$ cat config.mk
export PLATFORM = sky130hd
export DESIGN_NAME = paged_address_translation_unit
export DESIGN_NICKNAME = d
export VERILOG_FILES = /design/src/rtl/patu_pkg.sv /design/src/rtl/paged_address_translation_unit.sv /design/src/rtl/page_translate.sv
export SDC_FILE = /design/constraint.sdc
export NUM_CORES = 2
export LEC_CHECK = 0
export BUFFER_PORTS_ARGS = -buffer_cell sky130_fd_sc_hd__buf_2
export CORE_ASPECT_RATIO = 1.5
export CORE_UTILIZATION = 25
export DETAILED_ROUTE_END_ITERATION = 8
export PLACE_DENSITY = 0.43
export SYNTH_ARGS = -nofsm -noshare
export SYNTH_HDL_FRONTEND = slang
export SYNTH_SLANG_ARGS = --single-unit
$ cat constraint.sdc
create_clock -name REF_CLK -period 7.4 [get_ports REF_CLK]
set_input_delay 0.74 -clock REF_CLK [delete_from_list [all_inputs] [get_ports REF_CLK]]
set_output_delay 0.74 -clock REF_CLK [all_outputs]
set_load 0.05 [all_outputs]
$ cat src/rtl/patu_pkg.sv
package patu_pkg;

   // geometry
   localparam int NUM_PAGES    = 8;
   localparam int NUM_MODES    = 3;
   localparam int NUM_SPACES   = 2;
   localparam int VADDR_WIDTH  = 16;
   localparam int PADDR_WIDTH  = 22;
   localparam int NARROW_WIDTH = 18;
   localparam int BLOCK_SHIFT  = 6;
   localparam int DISP_WIDTH   = 13;

   // register address layout: bit 7 page registers, bit 6 descriptor, bit 5 data space
   localparam logic [7:0] ADDR_PAGE_FLAG  = 8'h80;
   localparam int         ADDR_DESC_BIT   = 6;
   localparam int         ADDR_SPACE_BIT  = 5;
   localparam int         ADDR_MODE_LSB   = 3;
   localparam logic [7:0] ADDR_STATUS     = 8'h00;
   localparam logic [7:0] ADDR_CHANGE_LOG = 8'h01;
   localparam logic [7:0] ADDR_FETCH_LOG  = 8'h02;
   localparam logic [7:0] ADDR_FEATURE    = 8'h03;

   // descriptor fields
   localparam int DESC_BYPASS  = 15;
   localparam int DESC_LEN_MSB = 14;
   localparam int DESC_LEN_LSB = 8;
   localparam int DESC_WRITTEN = 6;
   localparam int DESC_DOWN    = 3;
   localparam int DESC_ACF_MSB = 2;
   localparam int DESC_ACF_LSB = 1;
   localparam logic [15:0] DESC_WRITE_MASK = 16'hff0e;

   // access control codes
   localparam logic [1:0] ACF_NONRES    = 2'h0;
   localparam logic [1:0] ACF_READ_ONLY = 2'h1;
   localparam logic [1:0] ACF_UNUSED    = 2'h2;
   localparam logic [1:0] ACF_FULL      = 2'h3;

   // status/control fields
   localparam int STAT_NONRES   = 15;
   localparam int STAT_LENGTH   = 14;
   localparam int STAT_READONLY = 13;
   localparam int STAT_MODE_LSB = 5;
   localparam int STAT_PAGE_LSB = 1;
   localparam int STAT_ENABLE   = 0;
   localparam logic [15:0] STAT_WRITE_MASK = 16'he001;
   localparam logic [15:0] STATUS_RESET    = 16'h0000;

   // feature control fields
   localparam int FEAT_MAP_OUT = 5;
   localparam int FEAT_WIDE    = 4;
   localparam int FEAT_CSM     = 3;
   localparam int FEAT_DS_KERN = 2;
   localparam int FEAT_DS_SUP  = 1;
   localparam int FEAT_DS_USER = 0;
   localparam logic [15:0] FEAT_WRITE_MASK = 16'h003f;
   localparam logic [15:0] FEATURE_RESET   = 16'h0000;

   // processor mode codes as in the processor status word
   typedef enum logic [1:0] {
      MODE_KERNEL     = 2'h0,
      MODE_SUPERVISOR = 2'h1,
      MODE_ILLEGAL    = 2'h2,
      MODE_USER       = 2'h3
   } cpu_mode_type;

endpackage

$ cat src/rtl/paged_address_translation_unit.sv
`timescale 1ns/100ps
module paged_address_translation_unit
   import patu_pkg::*;
(
   input  wire logic                              REF_CLK,
   input  wire logic                              RESET_N,
   input  wire logic [7:0]                        REG_ADDR,
   input  wire logic                              REG_WRITE,
   input  wire logic [15:0]                       REG_WDATA,
   output logic      [15:0]                       REG_RDATA,
   input  wire logic                              ACC_REQ,
   input  wire logic                              ACC_WRITE,
   input  wire logic                              ACC_INSTR,
   input  wire logic                              ACC_FETCH_START,
   input  wire patu_pkg::cpu_mode_type            ACC_MODE,
   input  wire logic [patu_pkg::VADDR_WIDTH-1:0]  ACC_VADDR,
   input  wire logic                              REGCHG_VALID,
   input  wire logic [2:0]                        REGCHG_REG,
   input  wire logic [4:0]                        REGCHG_AMOUNT,
   output logic                                   MEM_REQ,
   output logic                                   MEM_WRITE,
   output logic      [patu_pkg::PADDR_WIDTH-1:0]  MEM_PADDR,
   output logic                                   MEM_BYPASS_CACHE,
   output logic                                   TRAP,
   output logic                                   MAP_OUTPUT_EN,
   output logic                                   CSM_ENABLE
);
   import patu_pkg::*;

   function automatic logic [1:0] mode_index(input cpu_mode_type mode);
      case (mode)
         MODE_KERNEL:     mode_index = 2'h0;
         MODE_SUPERVISOR: mode_index = 2'h1;
         default:         mode_index = 2'h2;
      endcase
   endfunction

   logic [15:0] page_base [NUM_SPACES][NUM_MODES][NUM_PAGES];
   logic [15:0] page_desc [NUM_SPACES][NUM_MODES][NUM_PAGES];
   logic [15:0] next_page_base [NUM_SPACES][NUM_MODES][NUM_PAGES];
   logic [15:0] next_page_desc [NUM_SPACES][NUM_MODES][NUM_PAGES];
   logic [15:0] translation_status_control;
   logic [15:0] register_change_log;
   logic [15:0] fetch_address_log;
   logic [15:0] translation_feature_control;
   logic [15:0] next_translation_status_control;
   logic [15:0] next_register_change_log;
   logic [15:0] next_fetch_address_log;
   logic [15:0] next_translation_feature_control;
   logic        change_second;
   logic        next_change_second;
   logic [15:0] next_reg_rdata;
   logic                   next_mem_req;
   logic                   next_mem_write;
   logic [PADDR_WIDTH-1:0] next_mem_paddr;
   logic                   next_mem_bypass;
   logic                   next_trap;

   logic                   page_access;
   logic                   reg_space;
   logic [1:0]             reg_mode;
   logic [2:0]             reg_page;
   logic                   acc_space;
   logic [1:0]             acc_mode;
   logic [2:0]             acc_page;
   logic [15:0]            sel_base;
   logic [15:0]            sel_desc;
   logic                   enabled;
   logic                   wide;
   logic                   frozen;
   logic                   abort;
   logic [PADDR_WIDTH-1:0] mapped_paddr;
   logic                   nonres_err;
   logic                   length_err;
   logic                   readonly_err;
   logic [2:0]             data_space_en;

   always_comb begin
      page_access = (REG_ADDR & ADDR_PAGE_FLAG) != 8'h00;
      reg_space   = REG_ADDR[ADDR_SPACE_BIT];
      reg_mode    = REG_ADDR[ADDR_MODE_LSB+1:ADDR_MODE_LSB];
      reg_page    = REG_ADDR[2:0];
      enabled     = translation_status_control[STAT_ENABLE];
      wide        = translation_feature_control[FEAT_WIDE];
      frozen      = translation_status_control[STAT_NONRES] | translation_status_control[STAT_LENGTH] |
                    translation_status_control[STAT_READONLY];
      data_space_en = {translation_feature_control[FEAT_DS_KERN], translation_feature_control[FEAT_DS_SUP],
                       translation_feature_control[FEAT_DS_USER]};
      acc_mode    = mode_index(ACC_MODE);
      acc_page    = ACC_VADDR[VADDR_WIDTH-1:VADDR_WIDTH-3];
      acc_space   = !ACC_INSTR && data_space_en[2'h2 - acc_mode];
      sel_base    = page_base[acc_space][acc_mode][acc_page];
      sel_desc    = page_desc[acc_space][acc_mode][acc_page];
   end

   page_translate u_translate (
      .page_base    (sel_base),
      .page_desc    (sel_desc),
      .vaddr        (ACC_VADDR),
      .write        (ACC_WRITE),
      .wide         (wide),
      .paddr        (mapped_paddr),
      .nonres_err   (nonres_err),
      .length_err   (length_err),
      .readonly_err (readonly_err)
   );

   always_comb begin
      abort = ACC_REQ && enabled && (nonres_err || length_err || readonly_err);
   end

   // page register file
   always_comb begin
      next_page_base = page_base;
      next_page_desc = page_desc;
      if (REG_WRITE && page_access && reg_mode != 2'h3) begin
         if (REG_ADDR[ADDR_DESC_BIT]) begin
            next_page_desc[reg_space][reg_mode][reg_page] = REG_WDATA & DESC_WRITE_MASK;
         end else begin
            next_page_base[reg_space][reg_mode][reg_page] = REG_WDATA;
            next_page_desc[reg_space][reg_mode][reg_page][DESC_WRITTEN] = 1'b0;
         end
      end
      if (ACC_REQ && ACC_WRITE && enabled && !abort) begin
         next_page_desc[acc_space][acc_mode][acc_page][DESC_WRITTEN] = 1'b1;
      end
   end

   always_ff @(posedge REF_CLK or negedge RESET_N) begin
      if (!RESET_N) begin
         for (int s = 0; s < NUM_SPACES; s++) begin
            for (int m = 0; m < NUM_MODES; m++) begin
               for (int p = 0; p < NUM_PAGES; p++) begin
                  page_base[s][m][p] <= 16'h0000;
                  page_desc[s][m][p] <= 16'h0000;
               end
            end
         end
      end else begin
         page_base <= next_page_base;
         page_desc <= next_page_desc;
      end
   end

   // status and control registers
   always_comb begin
      next_translation_status_control  = translation_status_control;
      next_translation_feature_control = translation_feature_control;
      next_fetch_address_log           = fetch_address_log;
      next_register_change_log         = register_change_log;
      next_change_second               = change_second;
      if (REG_WRITE && REG_ADDR == ADDR_STATUS) begin
         next_translation_status_control = (translation_status_control & ~STAT_WRITE_MASK) |
                                           (REG_WDATA & STAT_WRITE_MASK);
      end
      if (REG_WRITE && REG_ADDR == ADDR_FEATURE) begin
         next_translation_feature_control = REG_WDATA & FEAT_WRITE_MASK;
      end
      // a fresh abort wins over a clearing write in the same cycle
      if (abort && (!frozen || (REG_WRITE && REG_ADDR == ADDR_STATUS))) begin
         next_translation_status_control[STAT_NONRES]   = nonres_err;
         next_translation_status_control[STAT_LENGTH]   = length_err && !nonres_err;
         next_translation_status_control[STAT_READONLY] = readonly_err && !nonres_err;
         next_translation_status_control[STAT_MODE_LSB+1:STAT_MODE_LSB] = ACC_MODE;
         next_translation_status_control[STAT_PAGE_LSB+2:STAT_PAGE_LSB] = acc_page;
      end
      if (!frozen) begin
         if (ACC_REQ && ACC_INSTR && ACC_FETCH_START) begin
            next_fetch_address_log   = ACC_VADDR;
            next_register_change_log = 16'h0000;
            next_change_second       = 1'b0;
         end else if (REGCHG_VALID) begin
            if (change_second) begin
               next_register_change_log[15:8] = {REGCHG_AMOUNT, REGCHG_REG};
            end else begin
               next_register_change_log[7:0] = {REGCHG_AMOUNT, REGCHG_REG};
               next_change_second            = 1'b1;
            end
         end
      end
   end

   always_ff @(posedge REF_CLK or negedge RESET_N) begin
      if (!RESET_N) begin
         translation_status_control  <= STATUS_RESET;
         translation_feature_control <= FEATURE_RESET;
         fetch_address_log           <= 16'h0000;
         register_change_log         <= 16'h0000;
         change_second               <= 1'b0;
      end else begin
         translation_status_control  <= next_translation_status_control;
         translation_feature_control <= next_translation_feature_control;
         fetch_address_log           <= next_fetch_address_log;
         register_change_log         <= next_register_change_log;
         change_second               <= next_change_second;
      end
   end

   // read port, one cycle latency
   always_comb begin
      next_reg_rdata = 16'h0000;
      if (page_access) begin
         if (reg_mode != 2'h3) begin
            next_reg_rdata = REG_ADDR[ADDR_DESC_BIT] ? page_desc[reg_space][reg_mode][reg_page] :
                                                       page_base[reg_space][reg_mode][reg_page];
         end
      end else begin
         case (REG_ADDR)
            ADDR_STATUS:     next_reg_rdata = translation_status_control;
            ADDR_CHANGE_LOG: next_reg_rdata = register_change_log;
            ADDR_FETCH_LOG:  next_reg_rdata = fetch_address_log;
            ADDR_FEATURE:    next_reg_rdata = translation_feature_control & FEAT_WRITE_MASK;
            default:         next_reg_rdata = 16'h0000;
         endcase
      end
   end

   // memory side
   always_comb begin
      next_mem_req    = ACC_REQ && !abort;
      next_mem_write  = ACC_REQ && ACC_WRITE && !abort;
      next_mem_paddr  = MEM_PADDR;
      next_mem_bypass = 1'b0;
      next_trap       = abort;
      if (ACC_REQ) begin
         if (enabled) begin
            next_mem_paddr  = mapped_paddr;
            next_mem_bypass = sel_desc[DESC_BYPASS] && !abort;
         end else begin
            next_mem_paddr  = PADDR_WIDTH'(ACC_VADDR);
         end
      end
   end

   always_ff @(posedge REF_CLK or negedge RESET_N) begin
      if (!RESET_N) begin
         REG_RDATA        <= 16'h0000;
         MEM_REQ          <= 1'b0;
         MEM_WRITE        <= 1'b0;
         MEM_PADDR        <= '0;
         MEM_BYPASS_CACHE <= 1'b0;
         TRAP             <= 1'b0;
      end else begin
         REG_RDATA        <= next_reg_rdata;
         MEM_REQ          <= next_mem_req;
         MEM_WRITE        <= next_mem_write;
         MEM_PADDR        <= next_mem_paddr;
         MEM_BYPASS_CACHE <= next_mem_bypass;
         TRAP             <= next_trap;
      end
   end

   always_comb begin
      MAP_OUTPUT_EN = translation_feature_control[FEAT_MAP_OUT];
      CSM_ENABLE    = translation_feature_control[FEAT_CSM];
   end

   AST_PADDR_FORM: assert property (@(posedge REF_CLK) disable iff (!RESET_N)
      ACC_REQ && enabled && wide && !abort |=> MEM_REQ &&
      MEM_PADDR == PADDR_WIDTH'({$past(sel_base), 6'h00}) + PADDR_WIDTH'($past(ACC_VADDR[12:0])))
      else $error("physical address not base plus displacement");

   AST_UNMAPPED: assert property (@(posedge REF_CLK) disable iff (!RESET_N)
      ACC_REQ && !enabled |=> MEM_REQ && MEM_PADDR == PADDR_WIDTH'($past(ACC_VADDR)) && !TRAP)
      else $error("unmapped access altered the address");

   AST_NARROW: assert property (@(posedge REF_CLK) disable iff (!RESET_N)
      ACC_REQ && enabled && !wide |=> MEM_PADDR[21:18] == 4'h0)
      else $error("18-bit mapping produced high address bits");

   AST_NONRES: assert property (@(posedge REF_CLK) disable iff (!RESET_N)
      ACC_REQ && enabled && sel_desc[2:1] == ACF_NONRES |=> TRAP && !MEM_REQ)
      else $error("non-resident page reached memory");

   AST_RO_WRITE: assert property (@(posedge REF_CLK) disable iff (!RESET_N)
      ACC_REQ && enabled && ACC_WRITE && sel_desc[2:1] == ACF_READ_ONLY && !frozen
      |=> TRAP ##1 translation_status_control[STAT_READONLY])
      else $error("read-only write not aborted and logged");

   AST_FREEZE: assert property (@(posedge REF_CLK) disable iff (!RESET_N)
      frozen && !(REG_WRITE && REG_ADDR == ADDR_STATUS) |=> $stable(translation_status_control[15:1]))
      else $error("abort status changed while frozen");

   AST_FEATURE_ZERO: assert property (@(posedge REF_CLK) disable iff (!RESET_N)
      REG_ADDR == ADDR_FEATURE |=> REG_RDATA[15:6] == 10'h000)
      else $error("feature control upper bits not zero");

   AST_BYPASS: assert property (@(posedge REF_CLK) disable iff (!RESET_N)
      ACC_REQ && enabled && !abort |=> MEM_BYPASS_CACHE == $past(sel_desc[DESC_BYPASS]))
      else $error("cache bypass does not follow descriptor");

   AST_LENGTH: assert property (@(posedge REF_CLK) disable iff (!RESET_N)
      ACC_REQ && enabled && !sel_desc[DESC_DOWN] && sel_desc[2:1] == ACF_FULL &&
      ACC_VADDR[12:6] > sel_desc[14:8] |=> TRAP)
      else $error("reference beyond page length not aborted");

   AST_LENGTH_DOWN: assert property (@(posedge REF_CLK) disable iff (!RESET_N)
      ACC_REQ && enabled && sel_desc[DESC_DOWN] && sel_desc[2:1] == ACF_FULL &&
      ACC_VADDR[12:6] < sel_desc[14:8] |=> TRAP)
      else $error("reference below downward page length not aborted");

   AST_WRITTEN_SET: assert property (@(posedge REF_CLK) disable iff (!RESET_N)
      ACC_REQ && ACC_WRITE && enabled && !abort |=>
      page_desc[$past(acc_space)][$past(acc_mode)][$past(acc_page)][DESC_WRITTEN])
      else $error("written flag not set by a mapped write");

   AST_ABORT_LOG: assert property (@(posedge REF_CLK) disable iff (!RESET_N)
      abort && !frozen |=> translation_status_control[6:5] == $past(ACC_MODE) &&
      translation_status_control[3:1] == $past(acc_page))
      else $error("abort mode or page not logged");

   AST_LENGTH_LOG: assert property (@(posedge REF_CLK) disable iff (!RESET_N)
      abort && !frozen && length_err && !nonres_err |=> translation_status_control[STAT_LENGTH])
      else $error("length abort not logged");

   AST_ABORT_BLOCKED: assert property (@(posedge REF_CLK) disable iff (!RESET_N)
      abort |=> TRAP && !MEM_REQ && !MEM_WRITE)
      else $error("aborted reference reached memory");

   AST_FETCH_LOG: assert property (@(posedge REF_CLK) disable iff (!RESET_N)
      ACC_REQ && ACC_INSTR && ACC_FETCH_START && !frozen |=> fetch_address_log == $past(ACC_VADDR))
      else $error("fetch address not logged");
endmodule

$ cat src/rtl/page_translate.sv
`timescale 1ns/100ps
module page_translate
   import patu_pkg::*;
(
   input  wire logic [15:0]             page_base,
   input  wire logic [15:0]             page_desc,
   input  wire logic [VADDR_WIDTH-1:0]  vaddr,
   input  wire logic                    write,
   input  wire logic                    wide,
   output logic      [PADDR_WIDTH-1:0]  paddr,
   output logic                         nonres_err,
   output logic                         length_err,
   output logic                         readonly_err
);
   logic [6:0]             block;
   logic [6:0]             length;
   logic [1:0]             acf;
   logic [PADDR_WIDTH-1:0] sum;

   always_comb begin
      block  = vaddr[DISP_WIDTH-1:BLOCK_SHIFT];
      length = page_desc[DESC_LEN_MSB:DESC_LEN_LSB];
      acf    = page_desc[DESC_ACF_MSB:DESC_ACF_LSB];
      sum    = PADDR_WIDTH'({page_base, 6'h00}) + PADDR_WIDTH'(vaddr[DISP_WIDTH-1:0]);
      paddr  = wide ? sum : {4'h0, sum[NARROW_WIDTH-1:0]};
      nonres_err   = (acf == ACF_NONRES) || (acf == ACF_UNUSED);
      readonly_err = (acf == ACF_READ_ONLY) && write;
      if (page_desc[DESC_DOWN]) begin
         length_err = block < length;
      end else begin
         length_err = block > length;
      end
   end
endmodule

==> flow_metrics.py <==
metrics = {
    "worst_setup_path": {
        "rrSetupSlack_ns": 0.44,
        "slowest_stage": "nor2b_1",
        "crit_path_cell_trace": "nor2b_1 > a211oi_4 > buf_4 > mux4_2 > o21ai_0 > mux4_2 > nor2_1 > o22ai_1 > ha_1 > nor2b_1 > o21a_1 > o21a_1 > o21ai_0 > a21oi_1 > a211oi_1 > nor3b_2 > nor4_4 > buf_4 > nand3_1 > o21ai_0",
        "max_stage_delay_ns": 0.88,
        "path_class": "register to register",
        "worst_ep_arrival_time_ns": 7.72,
        "cp.required_ns": 8.16,
        "worst_r2r_startpoint": "translation_feature_control[0]",
        "startpoint": "translation_feature_control[0]",
        "start_kind": "register",
        "path_max_fanout": 19,
        "end_kind": "register",
        "r2r_end": "page_desc[214]",
        "rr_worst_depth": 20,
        "cp.depth": 20,
        "critPathBufInv": 2,
        "crit_path_end": "page_desc[214]",
        "cp_top_family": "simple AND/OR/NAND/NOR gates",
        "cpMostUsedCell": "o21ai_0",
    },
    "timing": {
        "clock.fmax_mhz": 144,
        "worst_clock_skew_ns": 0.0707,
        "post-route-period-util": 0.940,
        "timing.hold.ws_ns": 0.123,
        "fin_setup_tns_ns": 0,
        "rsz0062_at_grt": "false",
        "hold_viol_final": 0,
        "drv_slew": 2,
        "setup_viol": 0,
        "max_slew_margin": -0.0205,
        "tightest_slew_ns": 1.52,
        "period_needed_ns": 6.96,
    },
    "synthesis": {
        "synthTopCellsByCount": "1434 x dfrtp_1, 1429 x mux2_2, 656 x nand2_1",
        "syn_area_um2": 77700,
        "postSynthCellCount": 6823,
        "synth_compound_area_frac": 0.0993,
        "yosysUniqueCellTypes": 89,
        "synth_area_leaders": "dfrtp_1 46%, mux2_2 21%, mux2i_1 7.2%",
        "synth-xor-area-share": 0.00146,
        "yosysTopAreaCell": "dfrtp_1",
        "synth_top_family_by_area": "multiplexers",
        "yosysSeqAreaShare": 0.462,
        "synth_ff_type": "dfrtp_1",
        "synth_edf_count": 0,
        "async_flop_share": 1.00,
        "synthMostInstantiatedCell": "dfrtp_1",
        "synth_area_per_cell_um2": 11.4,
        "synth_warnings": 0,
        "netlist.area_leader.share": 0.462,
        "syn-num-nets": 6896,
        "synth-simple-area-share": 0.0775,
        "synth-seq-cells": 1434,
        "synthAdderAreaFrac": 0.00251,
        "synth_mux_area_frac": 0.321,
    },
    "floorplan": {
        "coreArea_um2": 309000,
        "initial_core_util": 0.252,
        "io-pin-count": 102,
        "rows": 250,
        "die_h_um": 685,
        "fp.dieW_um": 457,
        "fp.dieArea_um2": 313000,
    },
    "drt": {
        "detail_route.wirelength_mm": 405,
        "drt-initial-drc-count": 7068,
        "vias": 62400,
        "ant_nets": 0,
        "route.detailed.drc": 0,
        "dr.pass1.iters": 6,
        "wl_per_cell_um": 36.9,
        "via_per_inst": 5.68,
    },
    "power_and_ir_drop": {
        "internal-power_w": 0.0140,
        "p_comb_frac": 0.136,
        "power_w": 0.0198,
        "switchingPower_w": 0.00579,
        "sequentialPowerShare": 0.438,
        "clkPwrFrac": 0.426,
        "ir_worst_vdd_uv": 169,
        "power.leakage_nw": 39.7,
        "power_density_nw_per_um2": 221,
        "swShare": 0.292,
    },
    "hold_path": {
        "hp-class": "primary input to register",
        "hold_depth": 2,
    },
    "placed_design": {
        "io_buffers": 101,
        "hpwlAfterDp_mm": 276,
        "globalplace.congestion": 0.988,
    },
    "status": {
        "outcome": "complete, but fails checks",
        "failed_checks": "max-capacitance violations, max-slew violations",
    },
    "grt": {
        "antenna_found_initial": 46,
        "grtUsageTotal": 0.254,
        "grt_pass1_wl_mm": 553,
        "grt_overflow_total": 0,
        "grt_start_max_net_pins": 179,
        "grt_pass1_vias": 62900,
    },
    "layout": {
        "multi_input_comb_area_um2": 39500,
        "drive_gt1_frac": 0.346,
        "nFillCells": 31900,
        "register_area_um2": 35900,
        "nets": 6853,
        "area_delta_synth_final_pct": 15.2,
    },
    "clock_tree": {
        "hold_buffers": 1,
        "ctsResizeCount": 0,
        "clock_latency_ns": 0.90,
        "clkSinkCount": 1434,
        "cts_max_level": 4,
        "cts_tree": "done",
        "cts-buffers-inserted": 165,
        "cts_setup_buffers": 0,
        "clk_pin_slew_ns": 0.07,
        "clockRootBuffer": "clkbuf_16",
        "cts_buffer_depth": 4,
    },
    "flow_run": {
        "cap_violations": 1,
    },
}
flip-flops by register name, summed over array words and instances (netlist names), 6 cells and up:
signal / cells
page_base: 768
page_desc: 576
MEM_PADDR: 22
REG_RDATA: 16
fetch_address_log: 16
register_change_log: 16
translation_status_control: 9
translation_feature_control: 6
layout make-up:
| type | count | share of cell area |
|---|---|---|
| multi-input combinational | 4700 | 0.441 |
| clock buffer | 245 | 0.0543 |
| antenna | 49 | 0.00137 |
| sequential | 1434 | 0.401 |
| timing repair buffer | 442 | 0.0400 |
| tap | 4032 | 0.0563 |
| clock inverter | 39 | 0.00487 |
| inverter | 37 | 0.00156 |
metrics by stage:
stage	setup slack, ns	utilization	instance area (µm²)	std cells
6_report	0.443	0.290	89600	11000
2_1_floorplan	1.81	-	77700	6823
3_3_place_gp	0.338	0.272	84100	10600
3_5_place_dp	0.317	0.272	84100	10600
4_1_cts	0.629	0.289	89400	10900
5_1_grt	0.266	0.290	89500	11000
cell usage in the layout, fill, tap and decap left out, types with 69 or more instances in the layout:
cell	n
nor2_1	198
mux4_2	140
buf_2	83
a31oi_1	69
a21oi_1	157
o21ai_0	265
clkbuf_16	168
nand3_1	247
o22ai_1	129
a22oi_1	246
mux2_2	1429
nand2_1	655
buf_4	317
mux2i_1	561
dfrtp_1	1434
logic make-up after synthesis:
kind of cell / count (synthesis)
xor+xnor: 13
fa+ha+maj: 15
simple gates: 1365
mux: 2134
buf+inv: 689
flops: 1434
compound gates: 1173
worst min path at each step:
| stage | endpoint | slack, ns | from |
|---|---|---|---|
| after floorplan | MEM_BYPASS_CACHE | 0.44 | RESET_N |
| after global routing | register_change_log[11] | 0.11 | REGCHG_AMOUNT[0] |
| after CTS | register_change_log[9] | 0.08 | REGCHG_REG[1] |
| final | register_change_log[9] | 0.12 | REGCHG_REG[1] |
| after global placement | MEM_PADDR[0] | 0.48 | MEM_PADDR[0] |
| after detailed placement | MEM_PADDR[21] | 0.49 | MEM_PADDR[21] |
worst register-to-register path: stages, from the launching register on:
cell and delay, ns:
dfrtp_1 0.59, nor2b_1 0.89, a211oi_4 0.13, buf_4 0.33
mux4_2 0.42, o21ai_0 0.11, mux4_2 0.51, nor2_1 0.48
o22ai_1 0.19, ha_1 0.32, nor2b_1 0.14, o21a_1 0.17
o21a_1 0.17, o21ai_0 0.21, a21oi_1 0.13, a211oi_1 0.38
nor3b_2 0.14, nor4_4 0.31, buf_4 0.32, nand3_1 0.51
o21ai_0 0.40
per-layer routing:
layer | track usage | part of all wire | vias to the layer above | wire length [µm]
li1 | - | - | 25100 | -
met2 | 0.411 | 0.47 | 3222 | 189000
met4 | 0.233 | 0.11 | 14 | 43700
met1 | 0.283 | 0.36 | 32900 | 146000
met3 | 0.0443 | 0.065 | 1097 | 26200
met5 | 0 | 0.00021 | - | 83
power by group through the flow:
stage               Clock (W)  Sequential (W)  Combinational (W)
finish                0.00843         0.00867            0.00269
detailed placement          0         0.00880            0.00264
floorplan                   0         0.00870            0.00141
global placement            0         0.00879            0.00262
CTS                   0.00858         0.00866            0.00265
global route          0.00886         0.00872            0.00279
No activity file was read; power rests on OpenSTA's default activity.
